==> src/common/lsc_defines.svh <==
// Constants of the light sensor command and readout block.
`ifndef LSC_DEFINES_SVH
`define LSC_DEFINES_SVH

`define LSC_SLAVE_ADDR      7'h44
`define LSC_CMD_POWER_DOWN  8'h8C
`define LSC_CMD_RESET       8'h0C
`define LSC_CMD_INT_MAIN    8'h00
`define LSC_CMD_INT_COMP    8'h04
`define LSC_CMD_INT_DIFF    8'h08
`define LSC_CMD_EXT_MAIN    8'h30
`define LSC_CMD_EXT_COMP    8'h34
`define LSC_CMD_EXT_DIFF    8'h38
`define LSC_LOOP_BIT        7
`define LSC_CMD_RESET_VAL   8'h8C
`define LSC_PHASE_LAST      15'h7FFF
`define LSC_BITS_PER_BYTE   4'h8
`define LSC_BYTES_INTERNAL  2'h1
`define LSC_BYTES_EXTERNAL  2'h3
`define LSC_IDLE_BYTE       8'hFF

`endif

==> src/common/lsc_pkg.sv <==
// Types shared by the light sensor command and readout block.
`default_nettype none
package lsc_pkg;
	typedef enum logic [3:0] {
		LSC_IDLE, LSC_DOWN, LSC_LOOP, LSC_INT_MAIN, LSC_INT_COMP, LSC_INT_DIFF,
		LSC_EXT_MAIN, LSC_EXT_COMP, LSC_EXT_DIFF
	} lsc_mode_t;
	typedef enum logic [2:0] {
		LSC_BUS_IDLE, LSC_BUS_ADDR, LSC_BUS_ADDR_ACK, LSC_BUS_WR_DATA,
		LSC_BUS_WR_ACK, LSC_BUS_RD_DATA, LSC_BUS_RD_ACK, LSC_BUS_IGNORE
	} lsc_bus_t;
endpackage
`default_nettype wire

==> src/rtl/lsc_light_sensor.sv <==
// Serial bus slave, command decode and integrating converter control of the light sensor.
// Function
// - Answer only slave address 1000100.
// - One 8-bit command register, overwritten by writes.
// - Address-only write repeats the stored command.
// - Reads return result then count, low first.
// - Early reads return the last completed result.
// - 8CH powers down, 0CH resets converter.
// - 00H main, 04H compensation, self-timed.
// - 08H signed difference, twice the time.
// - 30H/34H external; repeat ends and restarts.
// - 38H external difference, each receipt restarts.
// - 08H difference: compensation first, then main; 38H takes both on each tick.
// - Top bit set, other than 8CH: command byte reads back.
// - Start at once, update results when complete.
// - Four readable bytes: result and count.
// - Internal modes refuse bytes after two.
// - Internal integration lasts 32768 oscillator cycles.
// - Oscillator cycles count; count latched at end.
`timescale 1ns/1ps
`default_nettype none
`include "lsc_defines.svh"

module lsc_light_sensor #(
	parameter int SAMPLE_W = 8
) (
	input  wire logic                sclIn,
	input  wire logic                sdaIn,
	output logic                     sdaOut,
	output logic                     sdaOe,
	input  wire logic                oscClock,
	input  wire logic [SAMPLE_W-1:0] mainPhotoCurrent,
	input  wire logic [SAMPLE_W-1:0] compensationPhotoCurrent,
	output logic                     converterPowerDown,
	input  wire logic                clock,
	input  wire logic                resetn
);

	function automatic lsc_pkg::lsc_mode_t decodeMode(input logic [7:0] cmd);
		lsc_pkg::lsc_mode_t m;
		m = lsc_pkg::LSC_IDLE;
		if (cmd == `LSC_CMD_POWER_DOWN) begin
			m = lsc_pkg::LSC_DOWN;
		end else if (cmd[`LSC_LOOP_BIT]) begin
			m = lsc_pkg::LSC_LOOP;
		end else if (cmd == `LSC_CMD_INT_MAIN) begin
			m = lsc_pkg::LSC_INT_MAIN;
		end else if (cmd == `LSC_CMD_INT_COMP) begin
			m = lsc_pkg::LSC_INT_COMP;
		end else if (cmd == `LSC_CMD_INT_DIFF) begin
			m = lsc_pkg::LSC_INT_DIFF;
		end else if (cmd == `LSC_CMD_EXT_MAIN) begin
			m = lsc_pkg::LSC_EXT_MAIN;
		end else if (cmd == `LSC_CMD_EXT_COMP) begin
			m = lsc_pkg::LSC_EXT_COMP;
		end else if (cmd == `LSC_CMD_EXT_DIFF) begin
			m = lsc_pkg::LSC_EXT_DIFF;
		end
		return m;
	endfunction

	function automatic logic isExternal(input lsc_pkg::lsc_mode_t m);
		return (m == lsc_pkg::LSC_EXT_MAIN) || (m == lsc_pkg::LSC_EXT_COMP) ||
			(m == lsc_pkg::LSC_EXT_DIFF);
	endfunction

	// Pin synchronisers; only the second stage and later are looked at.
	logic sclS1_r, sclS2_r, sclPrev_r;
	logic sdaS1_r, sdaS2_r, sdaPrev_r;
	logic oscS1_r, oscS2_r, oscPrev_r;

	always_ff @(posedge clock) begin
		if (!resetn) begin
			{sclS1_r, sclS2_r, sclPrev_r} <= 3'h7;
			{sdaS1_r, sdaS2_r, sdaPrev_r} <= 3'h7;
			{oscS1_r, oscS2_r, oscPrev_r} <= 3'h0;
		end else begin
			{sclS1_r, sclS2_r, sclPrev_r} <= {sclIn, sclS1_r, sclS2_r};
			{sdaS1_r, sdaS2_r, sdaPrev_r} <= {sdaIn, sdaS1_r, sdaS2_r};
			{oscS1_r, oscS2_r, oscPrev_r} <= {oscClock, oscS1_r, oscS2_r};
		end
	end

	wire logic sclRise   = sclS2_r & ~sclPrev_r;
	wire logic sclFall   = ~sclS2_r & sclPrev_r;
	wire logic busStart  = sclS2_r & sclPrev_r & sdaPrev_r & ~sdaS2_r;
	wire logic busStop   = sclS2_r & sclPrev_r & ~sdaPrev_r & sdaS2_r;
	wire logic oscTick   = oscS2_r & ~oscPrev_r;

	// Bus side state.
	lsc_pkg::lsc_bus_t busState_r, busState_nxt;
	logic [3:0] bitCnt_r, bitCnt_nxt;
	logic [7:0] rxShift_r, rxShift_nxt;
	logic [7:0] txShift_r, txShift_nxt;
	logic [1:0] byteIdx_r, byteIdx_nxt;
	logic       readDir_r, readDir_nxt;
	logic       masterAck_r, masterAck_nxt;
	logic       addrOnly_r, addrOnly_nxt;
	logic       sdaOe_r, sdaOe_nxt;
	logic [7:0] cmd_r, cmd_nxt;
	logic       exec_r, exec_nxt;

	// Conversion side state.
	lsc_pkg::lsc_mode_t mode_r, mode_nxt;
	logic        phase_r, phase_nxt;
	logic [15:0] acc_r, acc_nxt;
	logic [15:0] cycCnt_r, cycCnt_nxt;
	logic [15:0] result_r, result_nxt;
	logic [15:0] count_r, count_nxt;

	wire lsc_pkg::lsc_mode_t cmdMode = decodeMode(cmd_r);
	wire logic addrMatch  = (rxShift_r[7:1] == `LSC_SLAVE_ADDR);
	wire logic byteDone   = (bitCnt_r == `LSC_BITS_PER_BYTE);
	wire logic [1:0] lastByte = (isExternal(mode_r) || mode_r == lsc_pkg::LSC_LOOP) ?
		`LSC_BYTES_EXTERNAL : `LSC_BYTES_INTERNAL;

	// The sensor bytes are read straight from the completed-result registers, so a read
	// during a running integration sees the previous result, never a partial sum.
	function automatic logic [7:0] readByte(input logic [1:0] idx);
		logic [7:0] b;
		b = cmd_r;
		if (mode_r != lsc_pkg::LSC_LOOP) begin
			case (idx)
				2'h0: b = result_r[7:0];
				2'h1: b = result_r[15:8];
				2'h2: b = count_r[7:0];
				default: b = count_r[15:8];
			endcase
		end
		return b;
	endfunction

	always_comb begin
		busState_nxt  = busState_r;
		bitCnt_nxt    = bitCnt_r;
		rxShift_nxt   = rxShift_r;
		txShift_nxt   = txShift_r;
		byteIdx_nxt   = byteIdx_r;
		readDir_nxt   = readDir_r;
		masterAck_nxt = masterAck_r;
		addrOnly_nxt  = addrOnly_r;
		sdaOe_nxt     = sdaOe_r;
		cmd_nxt       = cmd_r;
		exec_nxt      = 1'b0;
		if (busStop) begin
			busState_nxt = lsc_pkg::LSC_BUS_IDLE;
			sdaOe_nxt    = 1'b0;
			addrOnly_nxt = 1'b0;
			exec_nxt     = addrOnly_r;
		end else if (busStart) begin
			busState_nxt = lsc_pkg::LSC_BUS_ADDR;
			bitCnt_nxt   = 4'h0;
			sdaOe_nxt    = 1'b0;
			addrOnly_nxt = 1'b0;
		end else begin
			case (busState_r)
				lsc_pkg::LSC_BUS_ADDR, lsc_pkg::LSC_BUS_WR_DATA: begin
					if (sclRise && !byteDone) begin
						rxShift_nxt = {rxShift_r[6:0], sdaS2_r};
						bitCnt_nxt  = bitCnt_r + 4'h1;
					end else if (sclFall && byteDone) begin
						bitCnt_nxt = 4'h0;
						if (busState_r == lsc_pkg::LSC_BUS_WR_DATA) begin
							cmd_nxt      = rxShift_r;
							exec_nxt     = 1'b1;
							addrOnly_nxt = 1'b0;
							sdaOe_nxt    = 1'b1;
							busState_nxt = lsc_pkg::LSC_BUS_WR_ACK;
						end else if (addrMatch) begin
							readDir_nxt  = rxShift_r[0];
							addrOnly_nxt = ~rxShift_r[0];
							sdaOe_nxt    = 1'b1;
							busState_nxt = lsc_pkg::LSC_BUS_ADDR_ACK;
						end else begin
							busState_nxt = lsc_pkg::LSC_BUS_IGNORE;
						end
					end
				end
				lsc_pkg::LSC_BUS_ADDR_ACK: begin
					if (sclFall) begin
						if (readDir_r) begin
							byteIdx_nxt  = 2'h0;
							txShift_nxt  = readByte(2'h0);
							sdaOe_nxt    = ~txShift_nxt[7];
							busState_nxt = lsc_pkg::LSC_BUS_RD_DATA;
						end else begin
							sdaOe_nxt    = 1'b0;
							busState_nxt = lsc_pkg::LSC_BUS_WR_DATA;
						end
					end
				end
				lsc_pkg::LSC_BUS_WR_ACK: begin
					if (sclFall) begin
						sdaOe_nxt    = 1'b0;
						busState_nxt = lsc_pkg::LSC_BUS_WR_DATA;
					end
				end
				lsc_pkg::LSC_BUS_RD_DATA: begin
					if (sclFall) begin
						if (bitCnt_r == `LSC_BITS_PER_BYTE - 4'h1) begin
							bitCnt_nxt   = 4'h0;
							sdaOe_nxt    = 1'b0;
							busState_nxt = lsc_pkg::LSC_BUS_RD_ACK;
						end else begin
							bitCnt_nxt  = bitCnt_r + 4'h1;
							txShift_nxt = {txShift_r[6:0], 1'b1};
							sdaOe_nxt   = ~txShift_r[6];
						end
					end
				end
				lsc_pkg::LSC_BUS_RD_ACK: begin
					if (sclRise) begin
						masterAck_nxt = ~sdaS2_r;
					end else if (sclFall) begin
						// Past the last byte of the mode the pin stays released, which
						// the master sees as a refusal.
						if (masterAck_r && byteIdx_r != lastByte) begin
							byteIdx_nxt  = byteIdx_r + 2'h1;
							txShift_nxt  = readByte(byteIdx_r + 2'h1);
							sdaOe_nxt    = ~txShift_nxt[7];
							busState_nxt = lsc_pkg::LSC_BUS_RD_DATA;
						end else begin
							txShift_nxt  = `LSC_IDLE_BYTE;
							busState_nxt = lsc_pkg::LSC_BUS_IGNORE;
						end
					end
				end
				default: begin
					sdaOe_nxt = 1'b0;
				end
			endcase
		end
	end

	// Converter control; runs on the synchronised oscillator edges.
	wire logic phaseEnd  = oscTick && (cycCnt_r[14:0] == `LSC_PHASE_LAST);
	wire logic diffMode  = (mode_r == lsc_pkg::LSC_INT_DIFF);
	wire logic intRun    = (mode_r == lsc_pkg::LSC_INT_MAIN) ||
		(mode_r == lsc_pkg::LSC_INT_COMP) || diffMode;
	wire logic [15:0] mainExt = 16'(mainPhotoCurrent);
	wire logic [15:0] compExt = 16'(compensationPhotoCurrent);
	wire logic [15:0] accStep =
		(mode_r == lsc_pkg::LSC_INT_MAIN || mode_r == lsc_pkg::LSC_EXT_MAIN) ? acc_r + mainExt :
		(mode_r == lsc_pkg::LSC_INT_COMP || mode_r == lsc_pkg::LSC_EXT_COMP) ? acc_r + compExt :
		(mode_r == lsc_pkg::LSC_EXT_DIFF) ? acc_r + mainExt - compExt :
		(phase_r ? acc_r + mainExt : acc_r - compExt);

	always_comb begin
		mode_nxt   = mode_r;
		phase_nxt  = phase_r;
		acc_nxt    = acc_r;
		cycCnt_nxt = cycCnt_r;
		result_nxt = result_r;
		count_nxt  = count_r;
		if (exec_r) begin
			if (isExternal(cmdMode) && cmdMode == mode_r) begin
				result_nxt = acc_r;
				count_nxt  = cycCnt_r;
			end
			mode_nxt   = cmdMode;
			phase_nxt  = 1'b0;
			acc_nxt    = 16'h0000;
			cycCnt_nxt = 16'h0000;
		end else if (oscTick && (intRun || isExternal(mode_r))) begin
			acc_nxt    = accStep;
			cycCnt_nxt = cycCnt_r + 16'h0001;
			if (intRun && phaseEnd) begin
				if (diffMode && !phase_r) begin
					phase_nxt = 1'b1;
				end else begin
					result_nxt = accStep;
					count_nxt  = cycCnt_r + 16'h0001;
					phase_nxt  = 1'b0;
					acc_nxt    = 16'h0000;
					cycCnt_nxt = 16'h0000;
				end
			end
		end
	end

	always_ff @(posedge clock) begin
		if (!resetn) begin
			busState_r  <= lsc_pkg::LSC_BUS_IDLE;
			bitCnt_r    <= 4'h0;
			rxShift_r   <= 8'h00;
			txShift_r   <= 8'hFF;
			byteIdx_r   <= 2'h0;
			readDir_r   <= 1'b0;
			masterAck_r <= 1'b0;
			addrOnly_r  <= 1'b0;
			sdaOe_r     <= 1'b0;
			cmd_r       <= `LSC_CMD_RESET_VAL;
			exec_r      <= 1'b0;
		end else begin
			busState_r  <= busState_nxt;
			bitCnt_r    <= bitCnt_nxt;
			rxShift_r   <= rxShift_nxt;
			txShift_r   <= txShift_nxt;
			byteIdx_r   <= byteIdx_nxt;
			readDir_r   <= readDir_nxt;
			masterAck_r <= masterAck_nxt;
			addrOnly_r  <= addrOnly_nxt;
			sdaOe_r     <= sdaOe_nxt;
			cmd_r       <= cmd_nxt;
			exec_r      <= exec_nxt;
		end
	end

	always_ff @(posedge clock) begin
		if (!resetn) begin
			mode_r   <= lsc_pkg::LSC_DOWN;
			phase_r  <= 1'b0;
			acc_r    <= 16'h0000;
			cycCnt_r <= 16'h0000;
			result_r <= 16'h0000;
			count_r  <= 16'h0000;
		end else begin
			mode_r   <= mode_nxt;
			phase_r  <= phase_nxt;
			acc_r    <= acc_nxt;
			cycCnt_r <= cycCnt_nxt;
			result_r <= result_nxt;
			count_r  <= count_nxt;
		end
	end

	// Open-drain: the pin is only ever pulled low.
	assign sdaOut             = 1'b0;
	assign sdaOe              = sdaOe_r;
	assign converterPowerDown = (mode_r == lsc_pkg::LSC_DOWN);

endmodule
`default_nettype wire

==> config.mk <==
export PLATFORM = sky130hd
export DESIGN_NAME = lsc_light_sensor
export DESIGN_NICKNAME = d
export VERILOG_FILES = /design/src/common/lsc_pkg.sv /design/src/rtl/lsc_light_sensor.sv
export VERILOG_INCLUDE_DIRS = /design/src /design/src/common
export SDC_FILE = /design/constraint.sdc
export NUM_CORES = 1
export LEC_CHECK = 0
export BUFFER_PORTS_ARGS = -buffer_cell sky130_fd_sc_hd__buf_2
export CAP_MARGIN = 15
export CELL_PAD_IN_SITES_DETAIL_PLACEMENT = 0
export CELL_PAD_IN_SITES_GLOBAL_PLACEMENT = 2
export CORE_MARGIN = 5
export CORE_UTILIZATION = 38
export CTS_CLUSTER_SIZE = 14
export DETAILED_ROUTE_END_ITERATION = 10
export GPL_TIMING_DRIVEN = 0
export HOLD_SLACK_MARGIN = 0.02
export MAX_ROUTING_LAYER = met4
export PLACE_DENSITY_LB_ADDON = 0.1
export SLEW_MARGIN = 20
export SYNTH_ARGS = -nofsm -noshare
export SYNTH_HDL_FRONTEND = slang
export SYNTH_SLANG_ARGS = --single-unit
==> constraint.sdc <==
create_clock -name clock -period 4.45 [get_ports clock]
set_clock_uncertainty 0.15 [all_clocks]
set_input_delay 0.2225 -clock clock [delete_from_list [all_inputs] [get_ports clock]]
set_output_delay 0.2225 -clock clock [all_outputs]
set_load 0.01 [all_outputs]
==> summary.txt, run 1 <==
Outcome
  • Status: completed

Clocking
  • CTS tree: built
  • Worst-path clk slew: 0.06 ns
  • Clock tree buffer depth: 2
  • Clk_lat worst skew: 0.42 ns
  • Cell chosen for the clock root: clkbuf_16
  • Inserted Clock Buffers: 17
  • Clock sinks: 115
  • H-tree levels: 4

Yosys
  • Adder-Cell Fraction of Synth Area: 6.73%
  • Mux cell area share after synthesis: 3.34%
  • Top cells by area, synth: dfxtp_1 27%, nand2_1 5.8%, nor2_1 5.8%
  • Average cell area after synthesis: 7.56 um^2
  • Synth Area in XOR/XNOR: 6.43%
  • Yosys reg bits: 115
  • Distinct cell type count after synthesis: 87
  • Post-Syn Area: 0.00844 mm^2
  • Largest family of logic cells by synthesized area: compound AO/OA/AOI/OAI gates
  • Post-synthesis compound-gate area fraction: 26.7%
  • Synth Instances: 1,116
  • Synth top area share: 27.3%
  • Top_reg_cell synth: dfxtp_1
  • Post-synthesis sequential area ratio: 27.3%
  • Simple-gate portion of the synthesized area: 24.1%
  • Post-synth EDFFs: 0
  • Area leader, netlist: dfxtp_1
  • Net count after synthesis: 1,180
  • YS warnings: 0
  • Share of flip-flops with an asynchronous set or reset: 0%

Worst setup path
  • R2R Setup Slk: 0.23 ns
  • Worst setup path end: result_r[9]$_SDFFE_PN0P_
  • Crit Path Class: reg -> reg
  • Type of origin of the critical path: flip-flop
  • Reg2reg start: acc_r[2]$_SDFFE_PP0P_
  • CP arrival: 4.34 ns
  • Levels on crit path: 14
  • Delay-heaviest family, CP: compound AO/OA/AOI/OAI gates
  • Worst Setup End Kind: flip-flop
  • Worst path cell trace: ha_1 -> o211ai_1 -> o21a_2 -> o21ai_0 -> xor2_1 -> ha_1 -> nor3_2 -> inv_1 -> o311a_1 -> nor3_1 -> a22o_1 -> nand2_1 -> a31oi_1 -> a211oi_1
  • CP most frequent cell: ha_1
  • Crit path buf inv count: 1
  • Worst reg2reg path depth: 14
  • Critical Path Start: acc_r[2]$_SDFFE_PP0P_
  • Max FO, Critical Path: 5
  • Slowest-stage cell, CP: o211ai_1
  • CP max stage delay: 0.45 ns
  • Worst r2r dst: result_r[9]$_SDFFE_PN0P_
  • WP data required: 4.56 ns

STA
  • Fmax: 0.237 GHz
  • Post-route minimum period: 4.22 ns
  • Hold Vio Cnt, Final: 0
  • Final setup margin: 0.225 ns
  • RSZ-0062 raised after global routing: no
  • Period utilisation layout: 94.9%
  • Slew at the pin closest to its max-slew limit: 0.825 ns
  • Rel. slew slack: 44.2%
  • Slew Viols, Final: 0
  • Final setup viols: 0

Route
  • Post-route ant nets: 0
  • Vias: 8,386
  • Pre-antenna DRT Iters: 7
  • Routed WL: 29.1 mm
  • Drc violations: 0
  • Routed len/inst: 20.0 um
  • Drt via density: 5.76
  • DR iter-0 viols: 674

Power and ir drop
  • Total power divided by cell area: 300 mW/mm^2
  • Peak VDD IR: 171 uV
  • Switching Power: 671 uW
  • Pint: 2.23 mW
  • Logic gate share of total power: 8.3%
  • Seq pwr share: 36.1%
  • Clock share of power: 55.6%
  • Switching share of power: 23.2%
  • Lkg Pwr: 3.73 nW

Layout
  • Multi-input gate area: 0.00571 mm^2
  • Storage cell area: 0.00230 mm^2
  • Number of fill cells: 2,268
  • Final Cell Area: 0.00967 mm^2
  • Antenna cells: 0
  • Syn-to-layout area delta: 14.6%
  • Share of cells above drive strength 1: 9.28%
  • Most frequent cells in the layout: 131 x nand2_1, 131 x nor2_1, 114 x dfxtp_1
  • Final Util: 44.3%
  • Post-layout nets: 1,226

Global routing
  • Global Route Usage Sum: 23.2%
  • M3 GR Usage: 3.55%
  • First-pass GRT wire length: 45.9 mm
  • Initial antenna violation count: 0
  • Largest net degree at the start of global routing: 17
  • Met2 Use GR: 33.1%
  • Busiest grt layer: met1
  • GRT overflow: 0
  • Vias in the first global route: 7,881
  • Grt met1 use: 34.6%

Floorplan
  • Row count: 54
  • Die Height: 159 um
  • Die X-Extent: 159 um
  • # IOs: 24
  • Die area: 0.0253 mm^2
  • Starting Density: 38.7%
  • Core area: 0.0218 mm^2

Place
  • Post-Place Setup Slack: -0.402 ns
  • Area post-placement: 0.00890 mm^2
  • Post-DP HPWL: 22.4 mm
  • Routability cong.: 0.925
  • IO buf count: 21

Worst hold path
  • HP Start: resetn
  • Min-Delay Path Class: in -> reg

Job
  • MaxCap Viol Count: 0
-- cells by family (layout without fill, tap and decap cells) --
logic type,after synthesis,in the layout
buf+inv,107,166
flops,115,115
simple gates,431,431
other cells,1,1
compound gates,329,329
fa+ha+maj,43,43
mux,28,28
xor+xnor,62,62
-- synth_stat cells, types with 16 or more instances --
| library cell | instances |
|---|---|
| nand2_1 | 131 |
| nor2_1 | 131 |
| dfxtp_1 | 115 |
| a21oi_1 | 84 |
| o21ai_0 | 68 |
| clkbuf_1 | 46 |
| xnor2_1 | 46 |
| ha_1 | 39 |
| inv_1 | 30 |
| mux2i_1 | 27 |
| nor3_1 | 26 |
| a211oi_1 | 24 |
| nand2b_1 | 24 |
| nand3_1 | 24 |
| o211ai_1 | 18 |
| buf_2 | 17 |
| xor2_1 | 16 |
-- sequential cells by signal (all words and copies together), names as in the netlist, 7 cells and up --
name / flops
rxShift_r: 8
cycCnt_r: 16
count_r: 16
cmd_r: 8
txShift_r: 7
result_r: 16
acc_r: 16
-- metal layers --
| metal | share of wire (%) | wire length [um] |
|---|---|---|
| met1 | 50 | 14600 |
| met2 | 43 | 12500 |
| met3 | 6.4 | 1860 |
| met4 | 0.69 | 201 |
| met5 | 0 | 0 |
-- worst min path at each step --
| stage | to | slack [ns] | cells after the start |
|---|---|---|---|
| after floorplan | sclS1_r$_SDFF_PN1_ | 0.17 | 1 |
| after global placement | sclS2_r$_SDFF_PN1_ | 0.24 | 1 |
| after detailed placement | sclS2_r$_SDFF_PN1_ | 0.25 | 1 |
| after CTS | count_r[1]$_SDFFE_PN0P_ | 0.12 | 3 |
| after global routing | count_r[1]$_SDFFE_PN0P_ | 0.18 | 3 |
| final | count_r[1]$_SDFFE_PN0P_ | 0.16 | 3 |
-- timing repair --
| item | in CTS | in global routing |
|---|---|---|
| gates resized for setup | 1 | 6 |
| setup buffers | 2 | 1 |
| endpoints found under the setup margin | 9 | 8 |
| hold buffers | 3 | 0 |
| pin swaps | 1 | 1 |
| hold endpoints to repair | 3 | 0 |
-- power by group through the flow --
stage / Combinational [mW] / Clock [mW] / Sequential [mW]
2_1_floorplan: 0.164 / 0 / 1.07
3_3_place_gp: 0.232 / 0 / 1.07
3_5_place_dp: 0.233 / 0 / 1.07
4_1_cts: 0.240 / 1.64 / 1.05
5_1_grt: 0.269 / 1.68 / 1.05
6_report: 0.241 / 1.61 / 1.05
-- worst min-delay path, delay by kind of cell --
kind            cells  cell delay [ns]
buf+inv             2             0.39
compound gates      1             0.06
-- layout make-up --
| type | instances | area share, % |
|---|---|---|
| tap | 280 | 3.62 |
| multi-input combinational | 894 | 59.1 |
| clock inverter | 12 | 2.34 |
| sequential | 115 | 23.8 |
| clock buffer | 20 | 4.83 |
| inverter | 33 | 1.28 |
| buffer | 74 | 3.40 |
| timing repair buffer | 27 | 1.63 |
-- metrics by stage --
step                      hold WS (ns)  TNS, ns  cells  total power [mW]
after global placement           0.243    -1.75   1417              1.30
after floorplan                  0.174        0   1116              1.23
after detailed placement         0.249    -1.66   1417              1.30
final                            0.159        0   1455              2.90
after global routing             0.184        0   1455              3.00
after CTS                        0.125        0   1454              2.92
Power figures use the tool's default switching activity.
==> run 2: changes to the inputs <==
- clock period: 4.45 -> 4.2 ns (I/O delays scaled with it)
==> run 2 against run 1 <==
  * Worst hold slack got worse by 0.0097 ns
  * Combinational power rose by 9.5%
  * Utilization rose by 0.37 points
  * Clock power rose by 6%
  * Sequential power rose by 6%
  * Clock-buffer cell count did not move
  * Global-route usage barely moved
  * Sequential share of layout area fell by 0.18 points
  * First-iteration DRC count rose by 3.4%
  * Sequential cell count did not move
  * Critical path type unchanged
  * Largest power group unchanged
==> summary.txt, run 2 (same netlist as run 1, synthesis figures left out) <==
STA
  • RSZ-0062 raised after global routing: no
  • Fmax: 0.249 GHz (+5.3%)
  • Post-route minimum period: 4.01 ns (-0.212 ns)
  • Final setup margin: 0.188 ns (-0.0377 ns)
  • Slew at the pin closest to its max-slew limit: 0.825 ns (+0.000660 ns)
  • Rel. slew slack: 44.2% (-0.045 points)
  • Period utilisation layout: 95.5% (+0.60 points)
  • Slew Viols, Final: 0 (unchanged)
  • Hold Vio Cnt, Final: 0 (unchanged)
  • Worst hold slack: 0.149 ns (-0.00968 ns)
  • Final setup viols: 0 (unchanged)

Global routing
  • Global Route Usage Sum: 23.2% (+0.024 points)
  • GRT overflow: 0 (unchanged)
  • Initial antenna violation count: 0 (unchanged)
  • Vias in the first global route: 7,890 (+0.11%)
  • First-pass GRT wire length: 45.9 mm (+0.12%)
  • Largest net degree at the start of global routing: 17 (unchanged)

Route
  • Post-route ant nets: 0 (unchanged)
  • Vias: 8,413 (+0.32%)
  • Drc violations: 0 (unchanged)
  • Routed WL: 29.2 mm (+0.18%)
  • Drt via density: 5.76 (about the same)
  • Pre-antenna DRT Iters: 5 (-2)
  • Routed len/inst: 20.0 um (-0.23%)
  • DR iter-0 viols: 697 (+3.4%)

Clocking
  • Inserted Clock Buffers: 17 (unchanged)
  • H-tree levels: 4 (unchanged)
  • Clock sinks: 115 (unchanged)
  • Clock tree buffer depth: 2 (unchanged)
  • Cell chosen for the clock root: clkbuf_16
  • Clk_lat worst skew: 0.42 ns (about the same)
  • CTS tree: built
  • Worst-path clk slew: 0.06 ns (about the same)

Worst hold path
  • Min-Delay Path Class: in -> reg
  • Hold depth: 3 (unchanged)

Worst setup path
  • WP data required: 4.36 ns (-0.20 ns)
  • Crit Path Class: reg -> reg
  • Worst reg2reg path depth: 16 (+2)
  • Type of origin of the critical path: flip-flop
  • CP arrival: 4.17 ns (-0.17 ns)
  • Worst Setup End Kind: flip-flop
  • Max FO, Critical Path: 5 (unchanged)

Floorplan
  • Row count: 54 (unchanged)
  • # IOs: 24 (unchanged)
  • Die X-Extent: 159 um (unchanged)
  • Die Height: 159 um (unchanged)
  • Core area: 0.0218 mm^2 (unchanged)
  • Die area: 0.0253 mm^2 (unchanged)
  • Starting Density: 38.7% (unchanged)

Layout
  • Number of fill cells: 2,262 (-0.26%)
  • Most frequent cells in the layout: 131 x nand2_1, 131 x nor2_1, 113 x dfxtp_1
  • Share of cells above drive strength 1: 10.3% (+1.1 points)
  • Post-layout nets: 1,232 (+0.49%)
  • Syn-to-layout area delta: 15.5%
  • Final instance count without filler cells: 1,461 (+0.41%)
  • Antenna cells: 0 (unchanged)

Power and ir drop
  • Peak VDD IR: 181 uV (+6.2%)
  • Total power divided by cell area: 316 mW/mm^2 (+5.4%)
  • Lkg Pwr: 3.76 nW (+0.74%)

Place
  • Placed insts: 1,417 (unchanged)
  • Routability cong.: 0.925 (unchanged)
  • Post-Place Setup Slack: -0.652 ns (-0.250 ns)
  • Post-DP HPWL: 22.4 mm (unchanged)
  • IO buf count: 21 (unchanged)

Outcome
  • Status: completed

Job
  • MaxCap Viol Count: 0 (unchanged)
==> run 2: what timing repair did <==
action | CTS | global route
pin swaps | 2 | 8
gates resized for setup | 6 | 11
setup buffers | 3 | 6
endpoints found under the setup margin | 15 | 8
hold buffers | 3 | 0
hold endpoints to repair | 3 | 0
==> run 2: layer usage <==
layer | vias up | part of all wire, % | global-route usage [%]
met2 | 240 | 43 | 33.1
li1 | 4137 | - | -
met5 | - | 0 | -
met3 | 20 | 5.7 | 3.55
met4 | 0 | 0.77 | 4.58
met1 | 4016 | 51 | 34.7
==> run 2: final timing paths <==
path / start / endpoint / slack, ns
worst max register to register: acc_r[2]$_SDFFE_PP0P_ / result_r[8]$_SDFFE_PN0P_ / 0.19
worst min-delay path: resetn / count_r[1]$_SDFFE_PN0P_ / 0.15
worst max-delay path: acc_r[2]$_SDFFE_PP0P_ / result_r[8]$_SDFFE_PN0P_ / 0.19
worst min register to register: sdaS1_r$_SDFF_PN1_ / sdaS2_r$_SDFF_PN1_ / 0.26
==> run 2: power by group <==
| group | total [mW] | switching (mW) | leakage, nW | internal (mW) |
|---|---|---|---|---|
| Sequential | 1.11 | 0.00797 | 0.930 | 1.10 |
| Clock | 1.71 | 0.547 | 0.321 | 1.16 |
| Combinational | 0.264 | 0.160 | 2.51 | 0.104 |
| Total | 3.08 | 0.715 | 3.76 | 2.37 |
==> run 2: worst max-delay path: stages (launching register included) <==
cell	delay (ns)
dfxtp_2	0.38
ha_2	0.33
o211ai_1	0.39
o21a_2	0.26
o21ai_0	0.11
xor2_1	0.19
ha_1	0.23
nor3_4	0.17
inv_1	0.08
o211ai_1	0.18
buf_4	0.16
nand2_1	0.07
nor3b_1	0.17
or3_1	0.34
o21ai_0	0.15
o211ai_1	0.23
a31o_2	0.30
==> run 2: layout make-up <==
| cell class | instances | area (um^2) | share of cell area (%) |
|---|---|---|---|
| multi-input combinational | 894 | 5750 | 58.9 |
| sequential | 115 | 2300 | 23.6 |
| clock buffer | 20 | 467 | 4.79 |
| tap | 280 | 350 | 3.59 |
| buffer | 74 | 329 | 3.37 |
| clock inverter | 12 | 226 | 2.32 |
| timing repair buffer | 33 | 203 | 2.08 |
| inverter | 33 | 124 | 1.27 |
==> run 2: per-stage QoR <==
stage	power (mW)	area, um^2	util, %	TNS, ns
floorplan	1.30	8440	-	0
global route	3.18	9750	44.7	0
finish	3.08	9750	44.7	0
detailed placement	1.38	8900	40.8	-4.21
global placement	1.38	8900	40.8	-4.38
CTS	3.10	9670	44.3	0
==> run 3: changes to the inputs <==
- CELL_PAD_IN_SITES_GLOBAL_PLACEMENT: 2 -> 1
- CORE_UTILIZATION: 38 -> 39
- HOLD_SLACK_MARGIN: 0.02 -> default
==> run 3 against run 2 <==
  * Fmax decreased by 0.24%
  * Utilization increased by 0.94 points
  * Global-route usage increased by 0.54 points
  * Critical endpoint unchanged
==> summary.txt, run 3 (same netlist as run 1, synthesis figures left out) <==
Power and ir drop
  • Seq pwr share: 39.0% (+3.0 points)
  • Logic gate share of total power: 9.1% (+0.5 points)
  • Pint: 2.16 mW (-8.7%)
  • Switching Power: 682 uW (-4.6%)
  • Clock share of power: 51.8% (-3.6 points)
  • Peak VDD IR: 230 uV (+27%)
  • Total power divided by cell area: 295 mW/mm^2 (-6.8%)
  • Lkg Pwr: 3.74 nW (-0.64%)
  • Switching share of power: 24.0% (+0.79 points)

Route
  • Pre-antenna DRT Iters: 9 (+4)
  • DR iter-0 viols: 752 (+7.9%)
  • Vias: 8,302 (-1.3%)
  • Routed WL: 28.2 mm (-3.4%)
  • Routed len/inst: 19.4 um (-2.9%)
  • Drt via density: 5.71 (-0.84%)
  • Post-route ant nets: 0 (unchanged)
  • Drc violations: 0 (unchanged)

Floorplan
  • Die area: 0.0247 mm^2 (-2.4%)
  • Starting Density: 39.9% (+1.2 points)
  • Die X-Extent: 157 um (-1.2%)
  • # IOs: 24 (unchanged)
  • Row count: 53 (-1.9%)
  • Die Height: 157 um (-1.2%)
  • Core area: 0.0212 mm^2 (-3.1%)

Worst setup path
  • Worst reg2reg path depth: 16 (unchanged)
  • Crit path buf inv count: 2 (unchanged)
  • WP data required: 4.36 ns (about the same)
  • CP max stage delay: 0.39 ns (about the same)
  • Delay-heaviest family, CP: compound AO/OA/AOI/OAI gates
  • R2R Setup Slk: 0.18 ns (about the same)
  • Worst r2r dst: result_r[8]$_SDFFE_PN0P_
  • Max FO, Critical Path: 5 (unchanged)
  • Worst path cell trace: ha_2 -> o211ai_1 -> o21a_2 -> o21ai_1 -> xor2_1 -> ha_2 -> nor3_4 -> inv_1 -> o211ai_1 -> buf_4 -> nand2_1 -> nor3b_1 -> or3_1 -> o21ai_0 -> o211ai_1 -> a31o_2
  • Worst Setup End Kind: flip-flop
  • Crit Path Class: reg -> reg
  • Slowest-stage cell, CP: dfxtp_2
  • Type of origin of the critical path: flip-flop
  • CP arrival: 4.18 ns (about the same)
  • CP most frequent cell: o211ai_1
  • Reg2reg start: acc_r[2]$_SDFFE_PP0P_

STA
  • Rel. slew slack: 47.2% (+3.0 points)
  • Final setup margin: 0.178 ns (-0.00977 ns)
  • Slew Viols, Final: 0 (unchanged)
  • Fmax: 0.249 GHz (-0.24%)
  • Period utilisation layout: 95.8% (+0.23 points)
  • Slew at the pin closest to its max-slew limit: 0.781 ns (-0.0448 ns)
  • Final setup viols: 0 (unchanged)
  • Worst hold slack: 0.130 ns (-0.0194 ns)
  • Hold Vio Cnt, Final: 0 (unchanged)
  • Post-route minimum period: 4.02 ns (+0.00977 ns)

Clocking
  • Clock tree buffer depth: 2 (unchanged)
  • Clock sinks: 115 (unchanged)
  • CTS tree: built
  • Worst-path clk slew: 0.06 ns (about the same)
  • Cell chosen for the clock root: clkbuf_16
  • Inserted Clock Buffers: 17 (unchanged)
  • H-tree levels: 4 (unchanged)
  • Clk_lat worst skew: 0.42 ns (about the same)

Place
  • Post-DP HPWL: 21.7 mm (-3.3%)
  • Routability cong.: 0.984 (+6.4%)
  • Post-Place Setup Slack: -0.580 ns (+0.0726 ns)
  • IO buf count: 21 (unchanged)
  • Placed insts: 1,412 (-0.35%)

Global routing
  • Initial antenna violation count: 0 (unchanged)
  • GRT overflow: 0 (unchanged)
  • First-pass GRT wire length: 44.4 mm (-3.2%)
  • Largest net degree at the start of global routing: 17 (unchanged)
  • Global Route Usage Sum: 23.7% (+0.54 points)
  • Vias in the first global route: 7,714 (-2.2%)

Worst hold path
  • Hold depth: 3 (unchanged)
  • Hold path endpoint: count_r[1]$_SDFFE_PN0P_
  • Min-Delay Path Class: in -> reg
  • HP Start: resetn

Layout
  • Final instance count without filler cells: 1,454 (-0.48%)
  • Most frequent cells in the layout: 131 x nand2_1, 131 x nor2_1, 113 x dfxtp_1
  • Share of cells above drive strength 1: 10.3% (-0.067 points)
  • Antenna cells: 0 (unchanged)
  • Post-layout nets: 1,231 (-0.081%)
  • Number of fill cells: 2,163 (-4.4%)
  • Syn-to-layout area delta: 14.3%

Job
  • MaxCap Viol Count: 0 (unchanged)

Outcome
  • Status: completed
run 3: cell count changes in the layout (fill, tap and decap cells not counted), sizes merged:
| cell | delta |
|---|---|
| buf | -1 |
| bufinv | -3 |
| clkbuf | +1 |
| clkinv | +6 |
| clkinvlp | -5 |
run 3: worst max path at each step:
stage,startpoint,to,slack [ns],depth (start not counted)
2_1_floorplan,acc_r[0]$_SDFFE_PP0P_,result_r[8]$_SDFFE_PN0P_,0.47,15
3_3_place_gp,acc_r[1]$_SDFFE_PP0P_,result_r[8]$_SDFFE_PN0P_,-0.64,15
3_5_place_dp,acc_r[1]$_SDFFE_PP0P_,result_r[8]$_SDFFE_PN0P_,-0.58,15
4_1_cts,acc_r[0]$_SDFFE_PP0P_,result_r[8]$_SDFFE_PN0P_,0.06,16
5_1_grt,acc_r[2]$_SDFFE_PP0P_,result_r[8]$_SDFFE_PN0P_,-0.02,16
6_report,acc_r[2]$_SDFFE_PP0P_,result_r[8]$_SDFFE_PN0P_,0.18,16
run 3: what timing repair did:
action                                 in CTS  in global routing
hold buffers                                3                  0
setup buffers                               3                  5
endpoints found under the hold margin       3                  0
pin swaps                                   2                  6
gates resized for setup                     5                 15
setup endpoints to repair                  14                  9
run 3: stage by stage:
stage / area (um^2) / power, mW / TNS (ns) / util (%)
after global routing: 9650 / 2.95 / -0.0167 / 45.6
after detailed placement: 8890 / 1.37 / -3.43 / 42.0
final: 9650 / 2.84 / 0 / 45.6
after CTS: 9560 / 2.86 / 0 / 45.2
after global placement: 8890 / 1.38 / -3.90 / 42.0
after floorplan: 8440 / 1.30 / 0 / -
run 3: worst min-delay path: stages:
cell and delay [ns]:
clkbuf_1 0.20, clkinv_1 0.17, a211oi_1 0.06
run 3: cell type report:
type	count	area (um^2)	area share (%)
clock inverter	10	133	1.37
tap	275	344	3.57
timing repair buffer	32	195	2.02
multi-input combinational	894	5760	59.7
clock buffer	21	460	4.77
buffer	74	329	3.41
inverter	33	124	1.28
sequential	115	2300	23.9
run 3: power groups by stage:
| stage | sequential (mW) | clock (mW) | combinational, mW |
|---|---|---|---|
| 2_1_floorplan | 1.13 | 0 | 0.174 |
| 3_3_place_gp | 1.13 | 0 | 0.243 |
| 3_5_place_dp | 1.13 | 0 | 0.242 |
| 4_1_cts | 1.11 | 1.50 | 0.252 |
| 5_1_grt | 1.11 | 1.55 | 0.290 |
| 6_report | 1.11 | 1.47 | 0.260 |
run 3: routing by layer:
layer	GRT usage, %	up-vias	part of all wire, %
li1	-	4131	-
met1	35.9	3864	51
met2	32.4	277	41
met3	4.78	30	6.9
met4	5.08	0	1.2
met5	-	-	0
